`src/design/tf_param_defines.svh`:
```
`ifndef TF_PARAM_DEFINES_SVH
`define TF_PARAM_DEFINES_SVH

// Register width on the low data lines
`define TF_REG_W 8

// Task-file address codes on DA2..DA0, with CS0 asserted and CS1 negated
`define TF_DA_ERR_FEAT 3'h1
`define TF_DA_COUNT 3'h2
`define TF_DA_NUMBER 3'h3
`define TF_DA_DSH 3'h6
`define TF_DA_CMD 3'h7

// Field positions
`define TF_DEV_BIT 4
`define TF_ABORT_BIT 2
`define TF_OBS_HI_BIT 7
`define TF_OBS_LO_BIT 5

// Drive-select bits that are stored (obsolete bits 7 and 5 dropped)
`define TF_DSH_KEEP_MASK 8'h5F
// Drive-select bits that become command parameters (select bit dropped too)
`define TF_DSH_PARAM_MASK 8'h4F

// Reset values
`define TF_DSH_RESET 8'h00
`define TF_ERR_RESET 8'h01
`define TF_FEAT_RESET 8'h00
`define TF_COUNT_RESET 8'h01
`define TF_NUMBER_RESET 8'h01
`define TF_CMD_RESET 8'h00
`define TF_INVALID_READ 8'h00

// Synchroniser vector: cs0_n, cs1_n, da, dior_n, diow_n, dmack_n, dev_position, data
`define TF_PIN_W 17
`define TF_PIN_IDLE 17'h18E00

`endif

```
`src/design/tf_param_pkg.sv`:
```
package tf_param_pkg;

  // Which register a task-file address decodes to
  typedef enum logic [2:0] {
    SEL_NONE,
    SEL_ERR_FEAT,
    SEL_COUNT,
    SEL_NUMBER,
    SEL_DSH,
    SEL_CMD
  } reg_sel_type;

endpackage

```
`src/design/param_latch_if.sv`:
```
`timescale 1ns/1ns
`default_nettype none

interface param_latch_if;
  // Live register contents and command strobe
  logic take;
  logic [7:0] code;
  logic [7:0] feature;
  logic [7:0] count;
  logic [7:0] number;
  logic [7:0] dsh;
  // Parameters frozen at the command write
  logic lat_valid;
  logic [7:0] lat_code;
  logic [7:0] lat_feature;
  logic [7:0] lat_count;
  logic [7:0] lat_number;
  logic [7:0] lat_dsh;

  modport source (
    output take, code, feature, count, number, dsh,
    input lat_valid, lat_code, lat_feature, lat_count, lat_number, lat_dsh
  );
  modport latch (
    input take, code, feature, count, number, dsh,
    output lat_valid, lat_code, lat_feature, lat_count, lat_number, lat_dsh
  );
endinterface

`default_nettype wire

```
`src/design/param_latch.sv`:
```
`timescale 1ns/1ns
`default_nettype none
`include "tf_param_defines.svh"

module param_latch (
  // Clock and reset
  input wire logic clk,
  input wire logic arst_n,
  // Register side
  param_latch_if.latch pl
);

  logic valid_ff, nxt_valid;
  logic [7:0] code_ff, nxt_code;
  logic [7:0] feat_ff, nxt_feat;
  logic [7:0] count_ff, nxt_count;
  logic [7:0] number_ff, nxt_number;
  logic [7:0] dsh_ff, nxt_dsh;

  // Freeze all parameters on an accepted command write
  always_comb begin
    nxt_valid = pl.take;
    nxt_code = code_ff;
    nxt_feat = feat_ff;
    nxt_count = count_ff;
    nxt_number = number_ff;
    nxt_dsh = dsh_ff;
    if (pl.take) begin
      nxt_code = pl.code;
      nxt_feat = pl.feature;
      nxt_count = pl.count;
      nxt_number = pl.number;
      nxt_dsh = pl.dsh & `TF_DSH_PARAM_MASK;
    end
  end

  // Parameter registers
  always_ff @(posedge clk or negedge arst_n) begin
    if (!arst_n) begin
      valid_ff <= 1'b0;
      code_ff <= `TF_CMD_RESET;
      feat_ff <= `TF_FEAT_RESET;
      count_ff <= `TF_COUNT_RESET;
      number_ff <= `TF_NUMBER_RESET;
      dsh_ff <= `TF_DSH_RESET;
    end else begin
      valid_ff <= nxt_valid;
      code_ff <= nxt_code;
      feat_ff <= nxt_feat;
      count_ff <= nxt_count;
      number_ff <= nxt_number;
      dsh_ff <= nxt_dsh;
    end
  end

  assign pl.lat_valid = valid_ff;
  assign pl.lat_code = code_ff;
  assign pl.lat_feature = feat_ff;
  assign pl.lat_count = count_ff;
  assign pl.lat_number = number_ff;
  assign pl.lat_dsh = dsh_ff;

endmodule // param_latch

`default_nettype wire

```
`src/design/task_file_param_registers.sv`:
```
`timescale 1ns/1ns
`default_nettype none
`include "tf_param_defines.svh"

module task_file_param_registers #(
  parameter logic [7:0] DEVICE_RESET_CODE = 8'h00,
  parameter bit SUPPORTS_DEVICE_RESET = 1'b1
) (
  // Clock and reset
  input wire logic clk,
  input wire logic arst_n,
  // Host task-file pins
  input wire logic cs0_n,
  input wire logic cs1_n,
  input wire logic [2:0] da,
  input wire logic dior_n,
  input wire logic diow_n,
  input wire logic dmack_n,
  input wire logic [7:0] dd_in,
  output logic [7:0] dd_out,
  output logic dd_oe,
  // Unit position strap
  input wire logic dev_position,
  // Device core status
  input wire logic bsy,
  input wire logic drq,
  input wire logic err_flag,
  input wire logic sleep_mode,
  input wire logic srst,
  // Device core updates
  input wire logic diag_load,
  input wire logic [7:0] diag_code,
  input wire logic error_load,
  input wire logic [7:0] error_code,
  input wire logic abort_set,
  input wire logic signature_load,
  input wire logic [7:0] sig_dsh,
  input wire logic [7:0] sig_count,
  input wire logic [7:0] sig_number,
  // Command parameters to the core
  output logic cmd_strobe,
  output logic [7:0] cmd_code,
  output logic [7:0] param_feature,
  output logic [7:0] param_count,
  output logic [7:0] param_number,
  output logic [7:0] param_dsh,
  // Selection state
  output logic drive_select_bit,
  output logic dev_selected
);

  // Decode of the chip selects and DA lines
  function automatic tf_param_pkg::reg_sel_type decode(
    input logic c0_n,
    input logic c1_n,
    input logic [2:0] a
  );
    tf_param_pkg::reg_sel_type s;
    s = tf_param_pkg::SEL_NONE;
    if (!c0_n && c1_n) begin
      unique case (a)
        `TF_DA_ERR_FEAT: s = tf_param_pkg::SEL_ERR_FEAT;
        `TF_DA_COUNT: s = tf_param_pkg::SEL_COUNT;
        `TF_DA_NUMBER: s = tf_param_pkg::SEL_NUMBER;
        `TF_DA_DSH: s = tf_param_pkg::SEL_DSH;
        `TF_DA_CMD: s = tf_param_pkg::SEL_CMD;
        default: s = tf_param_pkg::SEL_NONE;
      endcase
    end
    return s;
  endfunction

  logic [`TF_PIN_W-1:0] sync1_ff, sync2_ff;
  logic s_cs0_n, s_cs1_n, s_dior_n, s_diow_n, s_dmack_n, s_pos;
  logic [2:0] s_da;
  logic [7:0] s_dd;

  // Two-stage synchroniser on every pin
  always_ff @(posedge clk or negedge arst_n) begin
    if (!arst_n) begin
      sync1_ff <= `TF_PIN_IDLE;
      sync2_ff <= `TF_PIN_IDLE;
    end else begin
      sync1_ff <= {cs0_n, cs1_n, da, dior_n, diow_n, dmack_n, dev_position, dd_in};
      sync2_ff <= sync1_ff;
    end
  end

  assign s_cs0_n = sync2_ff[16];
  assign s_cs1_n = sync2_ff[15];
  assign s_da = sync2_ff[14:12];
  assign s_dior_n = sync2_ff[11];
  assign s_diow_n = sync2_ff[10];
  assign s_dmack_n = sync2_ff[9];
  assign s_pos = sync2_ff[8];
  assign s_dd = sync2_ff[7:0];

  // Write capture: address and data follow the pins while the strobe is low, held once it rises
  logic diow_d_ff, nxt_diow_d;
  logic wcs0_ff, nxt_wcs0;
  logic wcs1_ff, nxt_wcs1;
  logic wdmack_ff, nxt_wdmack;
  logic [2:0] wda_ff, nxt_wda;
  logic [7:0] wdd_ff, nxt_wdd;
  logic wr_event;

  always_comb begin
    nxt_diow_d = s_diow_n;
    nxt_wcs0 = wcs0_ff;
    nxt_wcs1 = wcs1_ff;
    nxt_wdmack = wdmack_ff;
    nxt_wda = wda_ff;
    nxt_wdd = wdd_ff;
    if (!s_diow_n) begin
      nxt_wcs0 = s_cs0_n;
      nxt_wcs1 = s_cs1_n;
      nxt_wdmack = s_dmack_n;
      nxt_wda = s_da;
      nxt_wdd = s_dd;
    end
  end

  always_ff @(posedge clk or negedge arst_n) begin
    if (!arst_n) begin
      diow_d_ff <= 1'b1;
      wcs0_ff <= 1'b1;
      wcs1_ff <= 1'b1;
      wdmack_ff <= 1'b1;
      wda_ff <= 3'h0;
      wdd_ff <= 8'h00;
    end else begin
      diow_d_ff <= nxt_diow_d;
      wcs0_ff <= nxt_wcs0;
      wcs1_ff <= nxt_wcs1;
      wdmack_ff <= nxt_wdmack;
      wda_ff <= nxt_wda;
      wdd_ff <= nxt_wdd;
    end
  end

  // Write completes on the rising edge of the strobe
  assign wr_event = s_diow_n && !diow_d_ff;

  // Register file state
  logic [7:0] dsh_ff, nxt_dsh;
  logic [7:0] err_ff, nxt_err;
  logic [7:0] feat_ff, nxt_feat;
  logic [7:0] count_ff, nxt_count;
  logic [7:0] number_ff, nxt_number;
  logic [7:0] code_ff, nxt_code;
  logic take_ff, nxt_take;
  logic sel_ff, nxt_sel;
  logic selected, host_idle, err_hold;
  tf_param_pkg::reg_sel_type wsel;

  assign selected = (s_pos == dsh_ff[`TF_DEV_BIT]);
  assign host_idle = !bsy && !drq && wdmack_ff;
  assign err_hold = err_flag && !bsy && !drq;
  assign wsel = decode(wcs0_ff, wcs1_ff, wda_ff);

  // Host writes, core updates and soft reset, lowest priority first
  always_comb begin
    nxt_dsh = dsh_ff;
    nxt_err = err_ff;
    nxt_feat = feat_ff;
    nxt_count = count_ff;
    nxt_number = number_ff;
    nxt_code = code_ff;
    nxt_take = 1'b0;
    nxt_sel = selected;
    if (wr_event) begin
      unique case (wsel)
        tf_param_pkg::SEL_DSH: begin
          if (host_idle) begin
            nxt_dsh = wdd_ff & `TF_DSH_KEEP_MASK;
          end
        end
        tf_param_pkg::SEL_ERR_FEAT: begin
          if (host_idle && selected) begin
            nxt_feat = wdd_ff;
          end
        end
        tf_param_pkg::SEL_COUNT: begin
          if (host_idle && selected) begin
            nxt_count = wdd_ff;
          end
        end
        tf_param_pkg::SEL_NUMBER: begin
          if (host_idle && selected) begin
            nxt_number = wdd_ff;
          end
        end
        tf_param_pkg::SEL_CMD: begin
          if (selected && wdmack_ff && ((!bsy && !drq) || wdd_ff == DEVICE_RESET_CODE)) begin
            nxt_code = wdd_ff;
            nxt_take = 1'b1;
          end
        end
        tf_param_pkg::SEL_NONE: begin
        end
      endcase
    end
    if (!err_hold) begin
      if (signature_load) begin
        nxt_dsh = sig_dsh & `TF_DSH_KEEP_MASK;
        nxt_count = sig_count;
        nxt_number = sig_number;
      end
      if (diag_load) begin
        nxt_err = diag_code;
      end else if (error_load) begin
        nxt_err = error_code;
      end
      if (abort_set) begin
        nxt_err[`TF_ABORT_BIT] = 1'b1;
      end
    end
    if (srst) begin
      nxt_dsh = `TF_DSH_RESET;
      nxt_err = `TF_ERR_RESET;
      nxt_feat = `TF_FEAT_RESET;
      nxt_count = `TF_COUNT_RESET;
      nxt_number = `TF_NUMBER_RESET;
      nxt_take = 1'b0;
    end
  end

  always_ff @(posedge clk or negedge arst_n) begin
    if (!arst_n) begin
      dsh_ff <= `TF_DSH_RESET;
      err_ff <= `TF_ERR_RESET;
      feat_ff <= `TF_FEAT_RESET;
      count_ff <= `TF_COUNT_RESET;
      number_ff <= `TF_NUMBER_RESET;
      code_ff <= `TF_CMD_RESET;
      take_ff <= 1'b0;
      sel_ff <= 1'b0;
    end else begin
      dsh_ff <= nxt_dsh;
      err_ff <= nxt_err;
      feat_ff <= nxt_feat;
      count_ff <= nxt_count;
      number_ff <= nxt_number;
      code_ff <= nxt_code;
      take_ff <= nxt_take;
      sel_ff <= nxt_sel;
    end
  end

  // Read path: data and enable registered from the live strobe
  logic [7:0] rd_data_ff, nxt_rd_data;
  logic rd_oe_ff, nxt_rd_oe;
  tf_param_pkg::reg_sel_type rsel;

  assign rsel = decode(s_cs0_n, s_cs1_n, s_da);

  always_comb begin
    nxt_rd_oe = 1'b0;
    nxt_rd_data = `TF_INVALID_READ;
    if (!s_dior_n && s_dmack_n && selected) begin
      unique case (rsel)
        tf_param_pkg::SEL_DSH: begin
          nxt_rd_oe = 1'b1;
          if (!bsy && (!sleep_mode || SUPPORTS_DEVICE_RESET)) begin
            nxt_rd_data = dsh_ff;
          end
        end
        tf_param_pkg::SEL_ERR_FEAT: begin
          nxt_rd_oe = 1'b1;
          if (!sleep_mode) begin
            nxt_rd_data = err_ff;
          end
        end
        tf_param_pkg::SEL_COUNT: begin
          nxt_rd_oe = 1'b1;
          if (!bsy && !drq && !sleep_mode) begin
            nxt_rd_data = count_ff;
          end
        end
        tf_param_pkg::SEL_NUMBER: begin
          nxt_rd_oe = 1'b1;
          if (!bsy && !drq && !sleep_mode) begin
            nxt_rd_data = number_ff;
          end
        end
        tf_param_pkg::SEL_CMD, tf_param_pkg::SEL_NONE: begin
        end
      endcase
    end
  end

  always_ff @(posedge clk or negedge arst_n) begin
    if (!arst_n) begin
      rd_data_ff <= `TF_INVALID_READ;
      rd_oe_ff <= 1'b0;
    end else begin
      rd_data_ff <= nxt_rd_data;
      rd_oe_ff <= nxt_rd_oe;
    end
  end

  // Command parameter capture
  param_latch_if pl ();

  assign pl.take = take_ff;
  assign pl.code = code_ff;
  assign pl.feature = feat_ff;
  assign pl.count = count_ff;
  assign pl.number = number_ff;
  assign pl.dsh = dsh_ff;

  param_latch u_latch (
    .clk(clk),
    .arst_n(arst_n),
    .pl(pl)
  );

  // Outputs
  assign dd_out = rd_data_ff;
  assign dd_oe = rd_oe_ff;
  assign cmd_strobe = pl.lat_valid;
  assign cmd_code = pl.lat_code;
  assign param_feature = pl.lat_feature;
  assign param_count = pl.lat_count;
  assign param_number = pl.lat_number;
  assign param_dsh = pl.lat_dsh;
  assign drive_select_bit = dsh_ff[`TF_DEV_BIT];
  assign dev_selected = sel_ff;

endmodule // task_file_param_registers

`default_nettype wire

```
`config.mk`:
```
export PLATFORM = sky130hd
export DESIGN_NAME = task_file_param_registers
export DESIGN_NICKNAME = d
export VERILOG_FILES = /design/src/design/tf_param_pkg.sv /design/src/design/param_latch_if.sv /design/src/design/param_latch.sv /design/src/design/task_file_param_registers.sv
export VERILOG_INCLUDE_DIRS = /design/src /design/src/design
export SDC_FILE = /design/constraint.sdc
export NUM_CORES = 1
export LEC_CHECK = 0
export BUFFER_PORTS_ARGS = -buffer_cell sky130_fd_sc_hd__buf_2
export CAP_MARGIN = 20
export CORE_MARGIN = 3
export CORE_UTILIZATION = 54
export CTS_CLUSTER_SIZE = 20
export DETAILED_ROUTE_END_ITERATION = 6
export PLACE_DENSITY = 0.89
export SYNTH_ARGS = -nofsm -noshare
export SYNTH_HDL_FRONTEND = slang
export SYNTH_SLANG_ARGS = --single-unit
```
`constraint.sdc`:
```
create_clock -name clk -period 2.4 [get_ports clk]
set_input_delay 0.24 -clock clk [delete_from_list [all_inputs] [get_ports clk]]
set_output_delay 0.24 -clock clk [all_outputs]
set_load 0.03 [all_outputs]
```
# After elaboration in Yosys (flattened, before gate mapping)
# Cells that the tools add are included.
[totals]
ff_bits = 146
latch_bits = 0
ramBits = 0
rom_bits = 0
inputBits = 68
wordCells = 121
n_memories = 0
[op_classes]
n_addsub = 0
mul = 0
n_div = 0
magnitude_cmp = 0
n_eq_ne = 21
shifts = 0
mux = 43
n_bitwise = 0
reduce_logical = 32
[op_table]
columns = ["op", "n"]
rows = [
  ["8-bit 2-to-1 mux", 31],
  ["8-bit one-hot mux with 4 select lines", 1],
  ["3-bit one-hot mux with 5 select lines", 2],
  ["3-bit by 2-bit == test with 1-bit output, second input constant", 8],
  ["3-bit == test, second input constant", 7],
  ["1-bit logical AND", 13],
  ["3-bit by 1-bit == test with 1-bit output, second input constant", 4],
  ["8-bit zero test", 1],
  ["1-bit zero test", 7],
  ["1-bit 2-to-1 mux", 7],
  ["3-bit 2-to-1 mux", 2],
  ["3-bit AND reduction", 2],
  ["2-bit nonzero test", 3],
  ["2-bit AND reduction", 2],
  ["4-bit nonzero test", 1],
  ["4-bit OR reduction", 1],
  ["3-bit nonzero test", 1],
  ["2-bit != test, second input constant", 1],
  ["1-bit == test", 1],
  ["1-bit logical OR", 1],
]

# Longest topological paths before layout
[logic_depth]
word_depth = 10
mapped_depth = 6

# Modules after synthesis
# From an unflattened synthesis, not the netlist that was laid out.
[hier_totals]
hier_cells = 466
area_unflattened_um2 = 6182.2
[modules_own_cells]
columns = ["module", "instances", "cells_per_inst", "area_each_um2", "seq_area_each_um2"]
rows = [
  ["task_file_param_registers", 1, 383, 4601.9, 2723.9],
  ["param_latch", 1, 83, 1580.3, 953.4],
]

# Least setup slack after synthesis
# No wires, ideal clock.
[synth_timing]
path_type = "register to register"
from = "register sync2_ff[10]"
to = "register count_ff[6]"
setup_ps = 111
arrival_time_ps = 1885
required_time_ps = 2289
slack_ps = 404
stages_incl_launch_ff = 7
synth_period_minus_slack_ps = 1996
path_cell_list = "dfstp_2 -> buf_4 -> or4b_4 -> nor4_4 -> buf_6 -> nor3_2 -> a2111oi_2"
[synth_between]
elab_chain_len = 5
[synth_rtl]
columns = ["item", "line_no", "text"]
rows = [
  ["start, declared", "task_file_param_registers.sv:73", "logic [`TF_PIN_W-1:0] sync1_ff, sync2_ff;"],
  ["start signal, assigned", "task_file_param_registers.sv:82", "sync2_ff <= `TF_PIN_IDLE;"],
  ["start signal, assigned", "task_file_param_registers.sv:85", "sync2_ff <= sync1_ff;"],
  ["1-bit logical AND *", "task_file_param_registers.sv:142", "assign wr_event = s_diow_n && !diow_d_ff;"],
  ["8-bit 2-to-1 mux *", "task_file_param_registers.sv:171", "if (wr_event) begin"],
  ["8-bit 2-to-1 mux", "task_file_param_registers.sv:204", "if (signature_load) begin"],
  ["8-bit 2-to-1 mux *", "task_file_param_registers.sv:203", "if (!err_hold) begin"],
  ["8-bit 2-to-1 mux *", "task_file_param_registers.sv:218", "if (srst) begin"],
  ["net nxt_count[6]", "task_file_param_registers.sv:148", "logic [7:0] count_ff, nxt_count;"],
  ["end signal, assigned", "task_file_param_registers.sv:233", "count_ff <= `TF_COUNT_RESET;"],
  ["end signal, assigned", "task_file_param_registers.sv:242", "count_ff <= nxt_count;"],
  ["end, declared", "task_file_param_registers.sv:148", ""],
]
# The timed path passes the listed nets; every way through them passes the cells marked *.
# A chain may end at the register's enable or synchronous reset.

# Worst setup path in the final report
[layout_timing]
from = "register wdmack_ff"
to = "register number_ff[4]"
[layout_between]
elab_chain_len = 8
[layout_rtl]
columns = ["item", "line_no", "text"]
rows = [
  ["start, declared", "task_file_param_registers.sv:102", "logic wdmack_ff, nxt_wdmack;"],
  ["start signal, assigned", "task_file_param_registers.sv:135", "wdmack_ff <= nxt_wdmack;"],
  ["1-bit logical AND *", "task_file_param_registers.sv:157", "assign host_idle = !bsy && !drq && wdmack_ff;"],
  ["1-bit logical AND *", "task_file_param_registers.sv:189", "if (host_idle && selected) begin"],
  ["8-bit 2-to-1 mux *", "task_file_param_registers.sv:189", ""],
  ["8-bit 2-to-1 mux *", "task_file_param_registers.sv:172", "unique case (wsel)"],
  ["8-bit 2-to-1 mux *", "task_file_param_registers.sv:171", ""],
  ["8-bit 2-to-1 mux", "task_file_param_registers.sv:204", ""],
  ["8-bit 2-to-1 mux *", "task_file_param_registers.sv:203", ""],
  ["8-bit 2-to-1 mux *", "task_file_param_registers.sv:218", ""],
  ["net nxt_number[4]", "task_file_param_registers.sv:149", "logic [7:0] number_ff, nxt_number;"],
  ["end signal, assigned", "task_file_param_registers.sv:234", "number_ff <= `TF_NUMBER_RESET;"],
  ["end signal, assigned", "task_file_param_registers.sv:243", "number_ff <= nxt_number;"],
  ["end, declared", "task_file_param_registers.sv:149", ""],
]
# Marked as above.

==> summary.txt <==
Route
  – Remaining DRCs: 0
  – TritonRoute pass-1 iters: 5
  – Final ANT Viol Nets: 0
  – DRT Wirelength: 13900 microns
  – Vias per inst: 5.76
  – Wire per inst: 18.9 microns
  – Drt first-iter violations: 260
  – Via count: around 4200

Global routing
  – Largest net degree at the start of global routing: 61
  – GR Util All Layers: 0.238
  – Antenna violations before repair: 1
  – Vias in the first global route: 4314
  – First-pass GRT wire length: 21500 microns
  – Overflow left after global routing: 0

Clock network
  – CTS tree: done
  – CTS root buffer: clkbuf_8
  – Clock buffer depth: 2
  – CTS Buf Count: 17
  – Clk sinks: 146
  – CTS resizes: 0
  – Worst-Skew Late Latency: 520 ps
  – Clock Pin Slew Worst Setup and Hold Paths: 60 ps
  – H-Tree Depth: 4

Yosys
  – Seq/Total Area, Yosys: 0.629
  – Post-synth top cells: dfrtp_1 (127), mux2_2 (60), nor2_1 (36), nor3_1 (34), inv_1 (20)
  – Post-synth EDFFs: 0
  – Top cell type's share of synthesized area: 0.544
  – Most used DFF post-synth: dfrtp_1
  – Dominant cell type by area after synthesis: dfrtp_1
  – Avg Cell Area, Syn: 13.2 sq um
  – Synth cell types: 47
  – Count leader, synth: dfrtp_1
  – YS warnings: 0
  – Post-Syn Instances: 443
  – Synth top area cells: dfrtp_1 (54%), mux2_2 (12%), dfstp_2 (8.5%)
  – Post-Syn Area: 5840 sq um
  – Synth Register Bits: roughly 150
  – Async SR Flop Fraction: 1.00

Power
  – PD cells: 775 nW/um^2
  – Internal power: 4.36 mW
  – Sequential power share: 0.468
  – Net Sw Power: between 1 and 1.5 mW
  – Peak supply drop: 0.000520 V
  – Switch share: 0.236
  – Logic pwr share: 0.072
  – Leak: between 3 and 4 nW
  – Clock Power Share: 0.459
  – Power, Total: 5.71 mW

Place
  – DP Cell Count: 681
  – I/O Buffers: 114
  – HPWL after DPL: around 9500 microns
  – Pre-CTS setup slack: 259 ps
  – GPL Wtd Cong: 0.906

Critical path
  – Worst path slowest cell: dfstp_2
  – Worst-path fanout max: 16
  – Worst Path Required: 2770 ps
  – CP Class: reg2reg
  – CP Data Arrival Time: 2600 ps
  – CP max stage delay: 530 ps
  – Crit start category: flop
  – Crit. End Element: flop
  – Reg-to-reg slack, setup: 160 ps
  – Worst-path cell chain: or3b_4 -> nor4_4 -> buf_4 -> nor3_1 -> a2111oi_1

Run
  – Max-cap violations: 0

STA
  – Max-Slew Margin vs Limit: 0.409
  – # setup viols final: 0
  – Actual slew at the worst max-slew pin: roughly 890 ps
  – Fmax achieved: 447 MHz
  – Period utilisation layout: 0.932
  – Fin Clk Skew: between 7 and 8 ps
  – Final hold viol count: 0
  – RSZ-0062 raised after global routing: no
  – Final TNS setup: 0 ps
  – Tmin final: 2240 ps
  – Post-layout worst setup margin: about 160 ps
  – Max Slew Vio Count: 0

Die
  – IO Count: between 100 and 150
  – Die Ht: ~110 microns
  – Die area: ~12000 sq um
  – Die width: 110 microns
  – Starting Density: 0.561
  – Row count: 37
  – Core footprint: 10400 sq um

Final layout
  – Share of cells above drive strength 1: 0.421
  – Final net count: ~650
  – FILL cells: 686
  – Area grow syn2layout: 25.9%
  – Final core utilization: 0.707
  – Layout Cells excl Fill: around 730

Hold path
  – Hold/Removal Path Class: in2reg

Status
  – Status: complete, no violations
## critical path, delay by kind of cell (launching register included)
kind / cells / cell delay, ps
flops: 1 / 530
compound gates: 1 / 490
buf+inv: 1 / 260
simple gates: 3 / 790
## flip-flops by register name (all words and copies together), names as in the netlist, 3 cells and up
register,flops
u_latch.pl.lat_feature,8
sync1_ff,17
u_latch.pl.lat_code,8
dsh_ff,8
wda_ff,3
err_ff,8
u_latch.pl.lat_dsh,5
dd_out,8
wdd_ff,8
u_latch.pl.lat_number,8
sync2_ff,17
u_latch.pl.lat_count,8
number_ff,8
code_ff,8
count_ff,8
feat_ff,8
## placed cells by master, fill, tap and decap left out, types with 2 or more instances in the layout
master         count
a2111oi_0          4
a2111oi_1          7
a2111oi_2          3
a211oi_1          14
a21oi_1            9
a22o_1             8
a22oi_1            8
buf_2            113
buf_4             12
bufinv_16          3
clkbuf_1           2
clkbuf_16         16
clkbuf_8           2
clkinv_2           3
clkinvlp_4         3
conb_1             3
dfrtp_1          127
dfstp_2           19
dlygate4sd3_1     19
inv_1             20
inv_6              3
mux2_2            60
mux2i_1           13
nand2_1            3
nand2b_1           4
nor2_1            36
nor3_1            34
nor3_2             2
nor3b_1            2
nor4_1             7
nor4_4             2
nor4b_1            2
o21ai_0           10
or3b_2             2
## routing by layer
metal / vias up / part of all wire / wire length (microns) / GRT usage
met1: 2090 / 0.39 / 5400 / 0.291
met3: 42 / 0.079 / 1100 / 0.0617
met5: - / 0.00079 / 11 / 0
met2: 207 / 0.50 / 6990 / 0.401
li1: 1883 / - / - / -
met4: 2 / 0.028 / 385 / 0.103
## per-stage QoR
stage                     hold slack [ps]  area [sq um]
after floorplan                     -55.6          5850
after detailed placement              204          6580
after CTS                            13.9          7360
final                                26.8          7360
after global routing                 14.0          7360
after global placement                196          6580
## path summary, 6_finish.rpt
check	start	to	cells after the start
worst max-delay path	wdmack_ff	number_ff[4]	5
worst min-delay path	sig_dsh[2]	dsh_ff[2]	3
worst max register to register	wdmack_ff	number_ff[4]	5
worst min register to register	sync1_ff[7]	sync2_ff[7]	0
max in group asynchronous	arst_n	u_latch.pl.lat_code[0]	3
min in group asynchronous	arst_n	u_latch.pl.lat_count[4]	2
## cells by family (layout without fill, tap and decap cells)
kind of cell              after synthesis  in the layout  synth area share
and+or+nand+nor                       107            107             0.104
DFF                                   146            146             0.629
buffers and inverters                  47            198            0.0364
other                                   1              4          0.000642
AOI/OAI and AO/OA                      67             67            0.0886
muxes                                  73             73             0.138
xor gates and xnor gates                2              2           0.00300
## layout make-up
type	count	area, sq um	area share
sequential	146	3680	0.500
multi-input combinational	252	1970	0.267
timing repair buffer	146	877	0.119
clock buffer	20	435	0.0592
tap	136	170	0.0231
clock inverter	12	154	0.0209
inverter	20	75.1	0.0102
antenna	1	2.50	0.000340
## power groups by stage
stage | Combinational (mW) | Sequential, mW | Clock [mW]
after floorplan | 0.202 | 2.69 | 0
after global placement | 0.366 | 2.71 | 0
after detailed placement | 0.383 | 2.71 | 0
after CTS | 0.412 | 2.67 | 2.65
after global routing | 0.454 | 2.68 | 2.76
final | 0.413 | 2.67 | 2.62
## timing repair
item | CTS | global route
hold buffers | 19 | 0
setup buffers | 0 | 0
hold endpoints to repair | 64 | 0
No activity file was read; power rests on OpenSTA's default activity.
